==> src/plc_params.svh <==
// Purpose: Constants of the LED, reset and shared-pin control block
// Assumes: 125 MHz system clock
// Notes:   Offsets are byte addresses on the register bus
`ifndef PLC_PARAMS_SVH
`define PLC_PARAMS_SVH

// Clock and hardware reset qualification time
`define PLC_CLK_MHZ       125
`define PLC_RST_MIN_NS    1000

// Register byte offsets
`define PLC_OFS_CTRL      12'h000
`define PLC_OFS_STAT      12'h004
`define PLC_OFS_STRAP     12'h008
`define PLC_OFS_W         12

// Control field positions
`define PLC_CTRL_MODE_LSB 0
`define PLC_CTRL_DPX_BIT  2
`define PLC_CTRL_IRQ_BIT  3
`define PLC_CTRL_TEST_BIT 4

// LED mode codes and reset values
`define PLC_MODE1         2'h1
`define PLC_MODE2         2'h2
`define PLC_MODE3         2'h3
`define PLC_MODE_RST      2'h1
`define PLC_STRAP_W       5
`define PLC_STRAP_RST     5'h00

// LED active level and half blink period in cycles (50 ms)
`define PLC_LED_ON        1'b1
`define PLC_BLINK_HALF    6250000

`endif

==> src/plc_pkg.sv <==
// Purpose: Types shared by the LED, reset and shared-pin control block
// Assumes: Nothing beyond the params header
// Notes:   Struct order fixes the read-back bit layout
package plc_pkg;

	// Live transceiver state sampled each cycle
	typedef struct packed {
		logic link;
		logic speed100;
		logic fullDuplex;
		logic txActive;
		logic rxActive;
		logic collision;
		logic irqCond;
	} plc_status_t;

	// Software control fields
	typedef struct packed {
		logic       testForce;
		logic       irqPinMode;
		logic       duplexShow;
		logic [1:0] ledMode;
	} plc_ctrl_t;

	// Status read-back word, bit 0 is blinkPhase
	typedef struct packed {
		logic irqCond;
		logic powerDown;
		logic colGated;
		logic activity;
		logic fullDuplex;
		logic speed100;
		logic link;
		logic blinkPhase;
	} plc_stat_t;

endpackage

==> src/plc_led_pin_ctrl.sv <==
// Purpose: Status LEDs, hardware reset and shared power-down/irq pin
// Assumes: All inputs synchronous to clk; AHB-Lite single word access
// Notes:   Control, status and strap registers behind the bus slave
// What this block does
// - Mode 1: link LED on while link good
// - Modes 2,3: link LED blinks on activity
// - Speed LED on at 100, off at 10
// - Mode 1: shared LED shows tx/rx activity
// - Mode 2: shared LED shows collision
// - Mode 3: collision, or duplex when programmed
// - Test reset clears test logic asynchronously
// - Reset pin low 1 us starts reset
// - Hardware reset restores defaults, resamples straps
// - Shared pin defaults to active-low power-down
// - Interrupt mode: open-drain low on interrupt
// - Collision shown only in half duplex
`timescale 1ns/1ns
`default_nettype none
`include "plc_params.svh"

module plc_led_pin_ctrl
	import plc_pkg::*;
#(
	parameter int unsigned BLINK_HALF = `PLC_BLINK_HALF,
	parameter logic        LED_ON     = `PLC_LED_ON
) (
	input  wire logic                    clk,
	input  wire logic                    rst,
	input  wire logic                    hsel,
	input  wire logic [31:0]             haddr,
	input  wire logic [1:0]              htrans,
	input  wire logic                    hwrite,
	input  wire logic [2:0]              hsize,
	input  wire logic [31:0]             hwdata,
	input  wire logic                    hready,
	output var  logic                    hreadyout,
	output var  logic [31:0]             hrdata,
	output var  logic                    hresp,
	input  wire logic                    hwResetN,
	input  wire logic                    testRstN,
	input  wire plc_status_t             phyStatus,
	input  wire logic [`PLC_STRAP_W-1:0] strapIn,
	output var  logic [`PLC_STRAP_W-1:0] strapOut,
	output var  logic                    linkIndicatorOut,
	output var  logic                    speedIndicatorOut,
	output var  logic                    activityCollisionIndicatorOut,
	output var  logic                    powerDownOut,
	input  wire logic                    pdIrqPinIn,
	output var  logic                    pdIrqPinOut,
	output var  logic                    pdIrqPinOe
);

	// Least reset pulse, rounded up to whole cycles
	localparam int RST_MIN_CYC =
		(`PLC_RST_MIN_NS * `PLC_CLK_MHZ + 999) / 1000;
	localparam logic [7:0]  RST_MIN_CNT = 8'(RST_MIN_CYC);
	localparam logic [31:0] BLINK_LAST  = 32'(BLINK_HALF - 1);
	localparam logic        LED_OFF     = ~LED_ON;

	logic [7:0]              rstCnt_r;
	logic                    hwRst_r;
	logic                    resetAll;
	logic                    strapPend_r;
	logic [31:0]             blinkCnt_r;
	logic                    blinkPhase_r;
	logic                    testActive_r;
	plc_ctrl_t               ctrl_r;
	logic                    wrPend_r;
	logic [`PLC_OFS_W-1:0]   wrAddr_r;
	logic                    take;
	logic [31:0]             rdWord;
	plc_stat_t               stat;
	logic                    isMode1;
	logic                    isMode3;
	logic                    activity;
	logic                    colGated;
	logic                    linkNxt;
	logic                    actNxt;

	// Reset pin must stay low the full time; shorter dips are glitches
	always_ff @(posedge clk) begin
		if (rst || hwResetN) begin
			rstCnt_r <= 8'h00;
			hwRst_r  <= 1'b0;
		end else if (rstCnt_r != RST_MIN_CNT) begin
			rstCnt_r <= rstCnt_r + 8'h01;
		end else begin
			hwRst_r <= 1'b1;
		end
	end

	assign resetAll = rst | hwRst_r;

	// Straps re-taken on the first cycle out of system or pin reset
	always_ff @(posedge clk) begin
		if (rst) begin
			strapPend_r <= 1'b1;
			strapOut    <= `PLC_STRAP_RST;
		end else if (hwRst_r) begin
			strapPend_r <= 1'b1;
		end else if (strapPend_r) begin
			strapPend_r <= 1'b0;
			strapOut    <= strapIn;
		end
	end

	// Free-running blink divider; not touched by pin reset
	always_ff @(posedge clk) begin
		if (rst) begin
			blinkCnt_r   <= 32'h0000_0000;
			blinkPhase_r <= 1'b0;
		end else if (blinkCnt_r == BLINK_LAST) begin
			blinkCnt_r   <= 32'h0000_0000;
			blinkPhase_r <= ~blinkPhase_r;
		end else begin
			blinkCnt_r <= blinkCnt_r + 32'h0000_0001;
		end
	end

	// Test logic clears at once on test reset, no clock needed
	always_ff @(posedge clk or negedge testRstN) begin
		if (!testRstN) begin
			testActive_r <= 1'b0;
		end else if (resetAll) begin
			testActive_r <= 1'b0;
		end else begin
			testActive_r <= ctrl_r.testForce;
		end
	end

	// Bus address phase accepted on hready
	assign take = hsel & htrans[1] & hready;

	// Read-back view of live state
	always_comb begin
		stat            = '0;
		stat.blinkPhase = blinkPhase_r;
		stat.link       = phyStatus.link;
		stat.speed100   = phyStatus.speed100;
		stat.fullDuplex = phyStatus.fullDuplex;
		stat.activity   = activity;
		stat.colGated   = colGated;
		stat.powerDown  = powerDownOut;
		stat.irqCond    = phyStatus.irqCond;
	end

	// Register read mux; unmapped words read zero
	always_comb begin
		rdWord = 32'h0000_0000;
		case (haddr[`PLC_OFS_W-1:0])
			`PLC_OFS_CTRL: begin
				rdWord[4:0] = ctrl_r;
			end
			`PLC_OFS_STAT: begin
				rdWord[7:0] = stat;
			end
			`PLC_OFS_STRAP: begin
				rdWord[`PLC_STRAP_W-1:0] = strapOut;
			end
			default: begin
				rdWord = 32'h0000_0000;
			end
		endcase
		if (haddr[31:`PLC_OFS_W] != 20'h0_0000) begin
			rdWord = 32'h0000_0000;
		end
	end

	// Zero wait states, always OKAY
	always_ff @(posedge clk) begin
		if (rst) begin
			hreadyout <= 1'b0;
			hresp     <= 1'b0;
		end else begin
			hreadyout <= 1'b1;
			hresp     <= 1'b0;
		end
	end

	// Read data lands in the data phase right after the address phase
	always_ff @(posedge clk) begin
		if (rst) begin
			hrdata <= 32'h0000_0000;
		end else if (take && !hwrite) begin
			hrdata <= rdWord;
		end
	end

	// Write address held for the data phase
	always_ff @(posedge clk) begin
		if (rst) begin
			wrPend_r <= 1'b0;
			wrAddr_r <= '0;
		end else if (hready) begin
			wrPend_r <= take & hwrite &
				(haddr[31:`PLC_OFS_W] == 20'h0_0000);
			wrAddr_r <= haddr[`PLC_OFS_W-1:0];
		end
	end

	// Control register; pin reset returns it to defaults
	always_ff @(posedge clk) begin
		if (resetAll) begin
			ctrl_r.ledMode    <= `PLC_MODE_RST;
			ctrl_r.duplexShow <= 1'b0;
			ctrl_r.irqPinMode <= 1'b0;
			ctrl_r.testForce  <= 1'b0;
		end else if (wrPend_r && wrAddr_r == `PLC_OFS_CTRL) begin
			ctrl_r.ledMode    <= hwdata[`PLC_CTRL_MODE_LSB +: 2];
			ctrl_r.duplexShow <= hwdata[`PLC_CTRL_DPX_BIT];
			ctrl_r.irqPinMode <= hwdata[`PLC_CTRL_IRQ_BIT];
			ctrl_r.testForce  <= hwdata[`PLC_CTRL_TEST_BIT];
		end
	end

	// Mode decode; code 0 behaves as mode 1
	assign isMode1  = (ctrl_r.ledMode != `PLC_MODE2) &&
		(ctrl_r.ledMode != `PLC_MODE3);
	assign isMode3  = ctrl_r.ledMode == `PLC_MODE3;
	assign activity = phyStatus.txActive | phyStatus.rxActive;
	assign colGated = phyStatus.collision & ~phyStatus.fullDuplex;

	// Link LED: steady in mode 1, blinks on traffic otherwise
	assign linkNxt = phyStatus.link &
		(isMode1 | ~activity | blinkPhase_r);

	// Shared LED source selection
	always_comb begin
		if (isMode1) begin
			actNxt = activity;
		end else if (isMode3 && ctrl_r.duplexShow) begin
			actNxt = phyStatus.fullDuplex;
		end else begin
			actNxt = colGated;
		end
	end

	// LED drivers; lamp test forces all on
	always_ff @(posedge clk) begin
		if (resetAll) begin
			linkIndicatorOut              <= LED_OFF;
			speedIndicatorOut             <= LED_OFF;
			activityCollisionIndicatorOut <= LED_OFF;
		end else if (testActive_r) begin
			linkIndicatorOut              <= LED_ON;
			speedIndicatorOut             <= LED_ON;
			activityCollisionIndicatorOut <= LED_ON;
		end else begin
			linkIndicatorOut  <= linkNxt ? LED_ON : LED_OFF;
			speedIndicatorOut <= phyStatus.speed100 ?
				LED_ON : LED_OFF;
			activityCollisionIndicatorOut <= actNxt ? LED_ON : LED_OFF;
		end
	end

	// Shared pin: power-down input by default, open-drain irq if chosen
	always_ff @(posedge clk) begin
		if (resetAll) begin
			powerDownOut <= 1'b0;
			pdIrqPinOut  <= 1'b0;
			pdIrqPinOe   <= 1'b0;
		end else begin
			powerDownOut <= ~ctrl_r.irqPinMode & ~pdIrqPinIn;
			pdIrqPinOut  <= 1'b0; // Open drain only ever pulls low
			pdIrqPinOe   <= ctrl_r.irqPinMode &
				phyStatus.irqCond;
		end
	end

	// Checks; a reset-release edge still shows reset outputs, so skip it
	link_mode1_a: assert property (@(posedge clk)
		disable iff (resetAll) (isMode1 && !testActive_r && !resetAll) |=>
		((linkIndicatorOut == LED_ON) == $past(phyStatus.link)))
		else $error("link LED wrong in mode 1");

	link_blink_a: assert property (@(posedge clk)
		disable iff (resetAll)
		(!isMode1 && !testActive_r && phyStatus.link && activity) |=>
		((linkIndicatorOut == LED_ON) == $past(blinkPhase_r)))
		else $error("link LED not blinking on activity");

	speed_led_a: assert property (@(posedge clk)
		disable iff (resetAll) (!testActive_r && !resetAll) |=>
		((speedIndicatorOut == LED_ON) == $past(phyStatus.speed100)))
		else $error("speed LED wrong");

	act_mode1_a: assert property (@(posedge clk)
		disable iff (resetAll) (isMode1 && !testActive_r && !resetAll) |=>
		((activityCollisionIndicatorOut == LED_ON) == $past(activity)))
		else $error("activity LED wrong in mode 1");

	col_mode2_a: assert property (@(posedge clk)
		disable iff (resetAll)
		(ctrl_r.ledMode == `PLC_MODE2 && !testActive_r) |=>
		((activityCollisionIndicatorOut == LED_ON) == $past(colGated)))
		else $error("collision LED wrong in mode 2");

	dpx_mode3_a: assert property (@(posedge clk)
		disable iff (resetAll)
		(isMode3 && ctrl_r.duplexShow && !testActive_r) |=>
		((activityCollisionIndicatorOut == LED_ON) ==
		$past(phyStatus.fullDuplex)))
		else $error("duplex LED wrong in mode 3");

	col_fdx_a: assert property (@(posedge clk)
		disable iff (resetAll)
		(phyStatus.fullDuplex && !isMode1 && !testActive_r &&
		!(isMode3 && ctrl_r.duplexShow)) |=>
		activityCollisionIndicatorOut == LED_OFF)
		else $error("collision shown in full duplex");

	test_clear_a: assert property (@(posedge clk)
		!testRstN |-> !testActive_r)
		else $error("test logic not cleared by test reset");

	rst_qual_a: assert property (@(posedge clk)
		disable iff (rst) $rose(hwRst_r) |->
		($past(rstCnt_r) == RST_MIN_CNT && !$past(hwResetN)))
		else $error("pin reset taken too early");

	rst_dflt_a: assert property (@(posedge clk)
		disable iff (rst) hwRst_r |=>
		(ctrl_r.ledMode == `PLC_MODE_RST && !ctrl_r.irqPinMode))
		else $error("control not at defaults after pin reset");

	strap_take_a: assert property (@(posedge clk)
		disable iff (resetAll) (strapPend_r && !resetAll) |=>
		(strapOut == $past(strapIn) && !strapPend_r))
		else $error("straps not resampled");

	pwr_down_a: assert property (@(posedge clk)
		disable iff (resetAll) (!resetAll && !ctrl_r.irqPinMode &&
		!pdIrqPinIn) |=> (powerDownOut && !pdIrqPinOe))
		else $error("power-down input not honoured");

	irq_drive_a: assert property (@(posedge clk)
		disable iff (resetAll)
		(ctrl_r.irqPinMode && phyStatus.irqCond) |=>
		(pdIrqPinOe && !pdIrqPinOut && !powerDownOut))
		else $error("interrupt pin not pulled low");

	blink_rate_a: assert property (@(posedge clk)
		disable iff (rst) 1'b1 |=>
		($changed(blinkPhase_r) == ($past(blinkCnt_r) == BLINK_LAST)))
		else $error("blink divider out of step");

endmodule
`default_nettype wire

==> config.mk <==
export PLATFORM = sky130hd
export DESIGN_NAME = plc_led_pin_ctrl
export DESIGN_NICKNAME = d
export VERILOG_FILES = /design/src/plc_pkg.sv /design/src/plc_led_pin_ctrl.sv
export VERILOG_INCLUDE_DIRS = /design/src
export SDC_FILE = /design/constraint.sdc
export NUM_CORES = 1
export LEC_CHECK = 0
export BUFFER_PORTS_ARGS = -buffer_cell sky130_fd_sc_hd__buf_2
export CAP_MARGIN = 20
export CORE_UTILIZATION = 45
export DETAILED_ROUTE_END_ITERATION = 10
export PLACE_DENSITY = 0.83
export SLEW_MARGIN = 20
export SYNTH_ARGS = -nofsm -noshare
export SYNTH_HDL_FRONTEND = slang
export SYNTH_SLANG_ARGS = --single-unit
==> constraint.sdc <==
create_clock -name clk -period 6.15 [get_ports clk]
set_input_delay 1.23 -clock clk [delete_from_list [all_inputs] [get_ports clk]]
set_output_delay 1.23 -clock clk [all_outputs]
set_load 0.02 [all_outputs]
==> results of run 1 <==
==> path summary, 6_finish.rpt <==
path / from / endpoint / slack (ns) / cells after the start
worst max-delay path: hready / hrdata[5] / 3.46 / 5
worst min-delay path: blinkCnt_r[0] / blinkCnt_r[0] / 0.47 / 1
worst min register to register: blinkCnt_r[0] / blinkCnt_r[0] / 0.47 / 1
max in group asynchronous: testRstN / testActive_r / 5.44 / 1
worst max register to register: blinkCnt_r[0] / blinkCnt_r[28] / 3.80 / 5
min in group asynchronous: testRstN / testActive_r / 0.63 / 1
==> cell families after synthesis <==
logic type                 Yosys count  share of synthesized area
buffers and inverters               55                     0.0832
other                                1                    0.00102
muxes                               28                     0.0764
adders and majority gates            3                     0.0102
xor gates and xnor gates            16                     0.0380
AOI/OAI and AO/OA                   67                      0.112
DFF                                 81                      0.441
and+or+nand+nor                    162                      0.238
==> worst max-delay path, stage by stage <==
cell	delay, ns
buf_2	0.34
and4b_1	0.29
nand4_1	0.10
nor3_1	0.74
a41o_1	0.28
==> area by class of cell <==
cell class	instances	area [sq um]
clock buffer	9	124
clock inverter	7	56.3
timing repair buffer	77	395
fill	697	3570
tap	102	128
sequential	81	1630
multi-input combinational	302	1860
inverter	13	48.8
==> per-layer routing <==
| layer | track usage | part of all wire |
|---|---|---|
| met3 | 0.0337 | 0.053 |
| met1 | 0.219 | 0.44 |
| met2 | 0.326 | 0.49 |
| met5 | 0 | 0 |
| met4 | 0.0911 | 0.020 |
==> registers in the layout (all words and copies together) (netlist names) <==
name	cells
hwRst_r	1
pdIrqPinOe	1
powerDownOut	1
activityCollisionIndicatorOut	1
wrAddr_r	12
testActive_r	1
hrdata	8
blinkPhase_r	1
blinkCnt_r	32
ctrl_r	5
wrPend_r	1
hreadyout	1
linkIndicatorOut	1
strapPend_r	1
speedIndicatorOut	1
rstCnt_r	8
strapOut	5
==> stage by stage <==
| step | power (uW) | hold slack (ns) | area [sq um] |
|---|---|---|---|
| 6_report | 976 | 0.474 | 4240 |
| 3_3_place_gp | 634 | 0.441 | 4040 |
| 5_1_grt | 1020 | 0.495 | 4240 |
| 4_1_cts | 984 | 0.476 | 4240 |
| 3_5_place_dp | 637 | 0.460 | 4060 |
| 2_1_floorplan | 617 | 0.430 | 3780 |
==> report_power, final <==
part           leakage, uW  internal [uW]  switching, uW
combinational     0.000972           31.2           51.9
sequential        0.000665            535           7.00
clock            0.0000781            149            202
total              0.00171            715            261
==> placed cells by master, fill, tap and decap left out, types with 4 or more instances in the layout <==
cell type / synthesis / routed
dfxtp_1: 80 / 80
buf_2: 2 / 76
nor2_1: 47 / 47
a21oi_1: 30 / 30
mux2i_1: 27 / 27
conb_1: 1 / 26
nand2_1: 18 / 18
o21ai_0: 14 / 14
nand3_1: 13 / 13
or4_1: 13 / 13
or3_1: 13 / 13
inv_1: 12 / 12
nor4_1: 12 / 12
nand4_1: 11 / 11
xnor2_1: 11 / 11
o31ai_1: 11 / 10
clkbuf_8: 0 / 9
nor3_1: 8 / 8
a22o_1: 8 / 8
and3_1: 6 / 6
and4_1: 5 / 5
xor2_1: 5 / 5
clkinvlp_4: 0 / 4
==> cells in the mapped netlist, types with 6 or more instances <==
master and n:
nand3_1 13, dfxtp_1 80, or3_1 13, o21ai_0 14
nor2_1 47, buf_4 26, or4_1 13, nand4_1 11
inv_1 12, nor4_1 12, a21oi_1 30, xnor2_1 11
a22o_1 8, clkbuf_1 13, nor3_1 8, nand2_1 18
mux2i_1 27, o31ai_1 11, and3_1 6
==> impl_metrics.ini, run 1 <==
[sta]
drv_slew = 0
finalWorstSetupSlack_ns = 3.46
finalSetupViolations = 0
period_share = 0.437
fmax_ghz = 0.372
max_slew_margin = 0.362
rsz0062_at_grt = false
period_needed_ns = 2.69
hold_viol_final = 0
fin_tns_setup_ns = 0
fin_worst_skew_ns = 0.0104
tightestPinTransition_ns = 0.949

[synthesis]
synth_cells = 413
synthDominantCellAreaShare = 0.434
ys_seq_area_frac = 0.441
syn_area_sq_um = 3690
synth_warnings = 0
syn-mean-instance-area_sq_um = 8.93
ys_types = 43
yosysTopAreaCell = dfxtp_1
yosys_register_bits = 81
synth_edf_count = 0
synth_ff_type = dfxtp_1
yosys-top-cells-area = dfxtp_1 43%, mux2i_1 7.3%, buf_4 5.3%
async_flop_share = 0.0123

[worst_setup_path]
crit_type = input pin to flip-flop
worst-endpoint-required_ns = 6.45
arrival_ns = 2.98
crit_path_start_kind = input pin
end_kind = flip-flop
crit_fanout = 15

[place]
dp_slack_ns = 3.12
dp.cells = 575
dp_hpwl_um = 5720
gp_congestion = 0.821
portBuffers = 76

[global_routing]
grt_overflow_total = 0
grt_max_degree = 26
grt.total_usage = 0.187
grt_pass1_wl_um = 12900
antenna_found_initial = 0
grt_pass1_vias = 3014

[routing]
wl_per_cell_um = 13.0
drtIter0Drc = 173
dr.pass1.iters = 4
postRouteAntennaNets = 0
drc = 0
drt_wl_total_um = 7680
viasPerCell = 5.35
vias = 3159

[layout]
area_growth_pct = 15.0
nets = 576
drive_gt1_frac = 0.200
utilization = 0.543
layout.cells.non_filler = 591
diodes = 0

[clocking]
cts_buffer_depth = 2
post-cts-setup-buffers = 0
clk_pin_slew_ns = 0.08
clk_latency_ns = 0.36
clock-sinks = 81
cts_root_buf = clkbuf_8
htree_levels = 3
ctsResizeCount = 0
cts_tree = built
ctsHoldBuffers = 0
cts_made_buffers = 9

[floorplan]
die_x_um = 92.5
io_pins = 134
rows = 32
die_h_um = 92.5
die_area_sq_um = 8560
start_util = 0.472
core_area_sq_um = 7810

[power_and_ir_drop]
vdd_ir_drop_max_uv = 97.0
power_density_nw_per_um2 = 230
p_leak_uw = 0.00171

[run]
maxCapViolations = 0

[worst_hold_path]
hp-class = flip-flop to flip-flop

[run_status]
status = completed
Note: power is estimated with default switching activity, not from simulation.
==> inputs of run 2 (changes only) <==
--- a/config.mk
+++ b/config.mk
@@ -10,7 +10,7 @@
 export CAP_MARGIN = 20
 export CORE_UTILIZATION = 45
 export DETAILED_ROUTE_END_ITERATION = 10
-export PLACE_DENSITY = 0.83
+export PLACE_DENSITY = 0.86
 export SLEW_MARGIN = 20
 export SYNTH_ARGS = -nofsm -noshare
 export SYNTH_HDL_FRONTEND = slang
==> constraint.sdc (replaced) <==
create_clock -name clk -period 2.2 [get_ports clk]
set_input_delay 0.44 -clock clk [delete_from_list [all_inputs] [get_ports clk]]
set_output_delay 0.44 -clock clk [all_outputs]
set_load 0.02 [all_outputs]
==> impl_metrics.ini, run 2 (synthesis results as in run 1) <==
[global_routing]
grt_overflow_total = 0
grt.total_usage = 0.192
grt_pass1_wl_um = 13400
grt_max_degree = 32
grt_pass1_vias = 3128
antenna_found_initial = 0

[routing]
dr.pass1.iters = 4
drtIter0Drc = 186
vias = 3284
drt_wl_total_um = 8050
wl_per_cell_um = 13.3
postRouteAntennaNets = 0
drc = 0
viasPerCell = 5.43

[sta]
tightestPinTransition_ns = 0.728
period_share = 0.914
hold_viol_final = 0
fmax_ghz = 0.497
max_slew_margin = 0.514
fin_tns_setup_ns = 0
finalWorstSetupSlack_ns = 0.189
rsz0062_at_grt = false
drv_slew = 0
fin_worst_skew_ns = 0.00855
period_needed_ns = 2.01
finalSetupViolations = 0

[clocking]
clk_pin_slew_ns = 0.08
clock-sinks = 81
cts_buffer_depth = 2
cts_root_buf = clkbuf_8
cts_made_buffers = 9
htree_levels = 3
cts_tree = built
clk_latency_ns = 0.34
post-cts-setup-buffers = 0

[layout]
drive_gt1_frac = 0.223
reg_top3 = blinkCnt_r x32, wrAddr_r x12
diodes = 0
n_fill_cell = 658
nets = 590
final_cell_mix = 80 x dfxtp_1, 76 x buf_2, 47 x nor2_1
area_growth_pct = 20.1
layout.cells.non_filler = 605
top_register = blinkCnt_r
largest_register_ffs = 32
stdcell_area_sq_um = 4430
final_common_cell = dfxtp_1

[run]
maxCapViolations = 0

[floorplan]
start_util = 0.472
die_h_um = 92.5
die_area_sq_um = 8560
io_pins = 134
die_x_um = 92.5
rows = 32
core_area_sq_um = 7810

[power_and_ir_drop]
p_leak_uw = 0.00182
power_density_nw_per_um2 = 694
switchingPower_uw = 694
clockPowerShare = 0.428
comb_power_share = 0.080
switching_share = 0.226
p_int_uw = 2380
power_uw = 3070
vdd_ir_drop_max_uv = 401
seq_power_share = 0.493

[worst_setup_path]
r2r_setup_slack_ns = 0.19
crit_type = flip-flop to flip-flop
arrival_ns = 2.28
end_kind = flip-flop
crit_path_start_kind = flip-flop
worst-endpoint-required_ns = 2.47
crit_fanout = 12

[place]
dp.cells = 588
dpl_cell_area_sq_um = 4160
dp_slack_ns = 0.0592
portBuffers = 76
gp_congestion = 0.876
dp_hpwl_um = 5860

[worst_hold_path]
hp-class = input pin to flip-flop

[run_status]
status = completed
## run 2: cell types whose count changed in the layout (fill, tap and decap cells not counted)
cell | before | now
buf_12 | 0 | 1
or4_4 | 0 | 1
clkbuf_8 | 9 | 10
buf_8 | 1 | 0
buf_4 | 0 | 13
bufinv_16 | 0 | 3
or4_1 | 13 | 12
dlygate4sd3_1 | 0 | 1
clkinvlp_4 | 4 | 2
clkinv_4 | 2 | 0
## run 2: path summary, 6_finish.rpt
check                         startpoint              to  cells past startpoint
setup / recovery           blinkCnt_r[1]  blinkCnt_r[26]                      5
hold / removal                pdIrqPinIn    powerDownOut                      2
setup reg to reg           blinkCnt_r[1]  blinkCnt_r[26]                      5
hold reg to reg                  hwRst_r         hwRst_r                      2
max in group asynchronous       testRstN    testActive_r                      2
min in group asynchronous       testRstN    testActive_r                      2
## run 2: metal layers
| metal | share of wire | vias to the layer above | GRT usage |
|---|---|---|---|
| li1 | - | 1605 | - |
| met1 | 0.41 | 1553 | 0.215 |
| met2 | 0.51 | 112 | 0.350 |
| met3 | 0.060 | 14 | 0.0435 |
| met4 | 0.017 | 0 | 0.0781 |
| met5 | 0 | - | 0 |
## run 2: per-stage QoR
stage                util  hold WS, ns
finish              0.567        0.251
floorplan               -        0.144
global placement    0.533        0.217
CTS                 0.567        0.239
global route        0.567        0.228
detailed placement  0.533        0.218
## run 2: worst max-delay path, stage by stage (launching register included)
cell	delay, ns
dfxtp_1	0.35
ha_1	0.19
nand3_2	0.09
or4_4	0.62
or4_1	0.53
a21oi_1	0.16
## run 2: timing repair
item	4_1_cts	5_1_grt
resized for setup	0	1
endpoints found under the hold margin	1	0
hold buffers	1	0
endpoints found under the setup margin	0	7
## run 2: area by class of cell
class / instances / area [sq um] / share of cell area
clock inverters: 6 / 114 / 0.0257
flip-flops and latches: 81 / 1630 / 0.367
clock buffers: 10 / 138 / 0.0311
well taps: 102 / 128 / 0.0288
inverters: 13 / 48.8 / 0.0110
multi-input cells: 302 / 1860 / 0.421
repair buffers: 91 / 508 / 0.115
## run 2: power groups by stage
stage	Combinational, uW	Clock, uW	Sequential, uW
final	245	1310	1510
after floorplan	165	0	1560
after CTS	244	1340	1510
after global placement	234	0	1550
after detailed placement	240	0	1550
after global routing	266	1410	1520
==> inputs of run 3 (changes only) <==
--- a/config.mk
+++ b/config.mk
@@ -10,7 +10,7 @@
 export CAP_MARGIN = 20
 export CORE_UTILIZATION = 45
 export DETAILED_ROUTE_END_ITERATION = 10
-export PLACE_DENSITY = 0.86
+export PLACE_DENSITY = 0.83
 export SLEW_MARGIN = 20
 export SYNTH_ARGS = -nofsm -noshare
 export SYNTH_HDL_FRONTEND = slang
==> constraint.sdc (replaced) <==
create_clock -name clk -period 2.5 [get_ports clk]
set_input_delay 0.5 -clock clk [delete_from_list [all_inputs] [get_ports clk]]
set_output_delay 0.5 -clock clk [all_outputs]
set_load 0.02 [all_outputs]
==> impl_metrics.ini, run 3 (synthesis results as in run 1) <==
[routing]
viasPerCell = 5.40
vias = 3216
drtIter0Drc = 147
drc = 0
drt_wl_total_um = 7940
dr.pass1.iters = 7
postRouteAntennaNets = 0
wl_per_cell_um = 13.3

[clocking]
cts_root_buf = clkbuf_8
clk_pin_slew_ns = 0.09
clk_latency_ns = 0.36
htree_levels = 3
clock-sinks = 81
post-cts-setup-buffers = 0
cts_made_buffers = 9
cts_tree = built
ctsResizeCount = 0
cts_buffer_depth = 2

[run]
maxCapViolations = 0

[floorplan]
core_area_sq_um = 7810
rows = 32
die_area_sq_um = 8560
die_x_um = 92.5
io_pins = 134
die_h_um = 92.5
start_util = 0.472

[place]
dp_slack_ns = 0.198
dp_hpwl_um = 5670
gp_congestion = 0.816
portBuffers = 76

[power_and_ir_drop]
vdd_ir_drop_max_uv = 223
power_density_nw_per_um2 = 587
p_leak_uw = 0.00175

[worst_setup_path]
cp_common_cell = or4_1
r2r-start = blinkCnt_r[0]
worst-endpoint-required_ns = 2.78
crit_fanout = 16
critPathMaxStageDelay_ns = 0.79
crit_chain = ha_1 > nand3_2 > or4_1 > or4_1 > a21oi_1
crit_type = flip-flop to flip-flop
end_kind = flip-flop
r2r_setup_slack_ns = 0.16
crit_path_start_kind = flip-flop
cp_slowest_cell = or4_1
timing.rr.end = blinkCnt_r[28]
arrival_ns = 2.62
reg2reg_depth = 5

[sta]
period_share = 0.935
hold_viol_final = 0
fin_worst_skew_ns = 0.0133
drv_slew = 0
max_slew_margin = 0.565
fin_tns_setup_ns = 0
finalSetupViolations = 0
tightestPinTransition_ns = 0.650
finalWorstSetupSlack_ns = 0.162
period_needed_ns = 2.34
rsz0062_at_grt = false
fmax_ghz = 0.428

[global_routing]
grt_pass1_vias = 3019
grt_max_degree = 32
grt_overflow_total = 0
antenna_found_initial = 0
grt_pass1_wl_um = 13200
grt.total_usage = 0.192

[layout]
final_common_cell = dfxtp_1
area_growth_pct = 16.5
nets = 581
diodes = 0
drive_gt1_frac = 0.206
reg_top3 = blinkCnt_r x32, wrAddr_r x12
top_register = blinkCnt_r
largest_register_ffs = 32
final_cell_mix = 80 x dfxtp_1, 76 x buf_2, 47 x nor2_1

[worst_hold_path]
hp-class = input pin to flip-flop
hold_depth = 2
hp-start = pdIrqPinIn
hold_end = powerDownOut

[run_status]
status = completed
## run 3: worst max path at each step
stage / from / end / slack [ns] / depth (start not counted)
6_report: blinkCnt_r[0] / blinkCnt_r[28] / 0.16 / 5
5_1_grt: blinkCnt_r[0] / blinkCnt_r[26] / 0.001 / 5
4_1_cts: blinkCnt_r[0] / blinkCnt_r[28] / 0.17 / 5
3_5_place_dp: blinkCnt_r[0] / blinkCnt_r[28] / 0.20 / 5
3_3_place_gp: blinkCnt_r[0] / blinkCnt_r[26] / 0.27 / 5
2_1_floorplan: blinkCnt_r[0] / blinkCnt_r[24] / 0.50 / 6
## run 3: worst max-delay path, delay by kind of cell, from the launching register on
kind,cells,cell delay (ns)
flops,1,0.38
fa+ha+maj,1,0.23
compound gates,1,0.15
simple gates,3,1.50
## run 3: area by class of cell
class	instances	area (sq um)
Fill cell	690	3510
Multi-Input combinational cell	302	1860
Sequential cell	81	1630
Timing Repair Buffer	82	428
Tap cell	102	128
Clock buffer	9	124
Clock inverter	7	78.8
Inverter	13	48.8
## run 3: what timing repair did
item | CTS | global route
endpoints found under the setup margin | 0 | 0
hold buffers | 1 | 0
hold endpoints to repair | 1 | 0
## run 3: metal layers
layer,track usage,routed length [um]
met5,0,0
met4,0.0820,214
met3,0.0509,427
met2,0.335,3870
met1,0.220,3430
## run 3: report_power, final
part	internal, uW	switching, uW	total, uW
registers	1320	17.4	1330
logic	77.8	129	207
clock network	470	510	980
## run 3: stage by stage
stage                     total power, uW  hold slack (ns)  utilization  cell area, sq um  instances
after floorplan                      1520            0.204            -              3780        438
after global placement               1560            0.279        0.523              4080        579
after detailed placement             1570            0.279        0.523              4080        579
after CTS                            2540            0.298        0.550              4290        596
after global routing                 2620            0.302        0.550              4290        596
final                                2520            0.307        0.550              4290        596
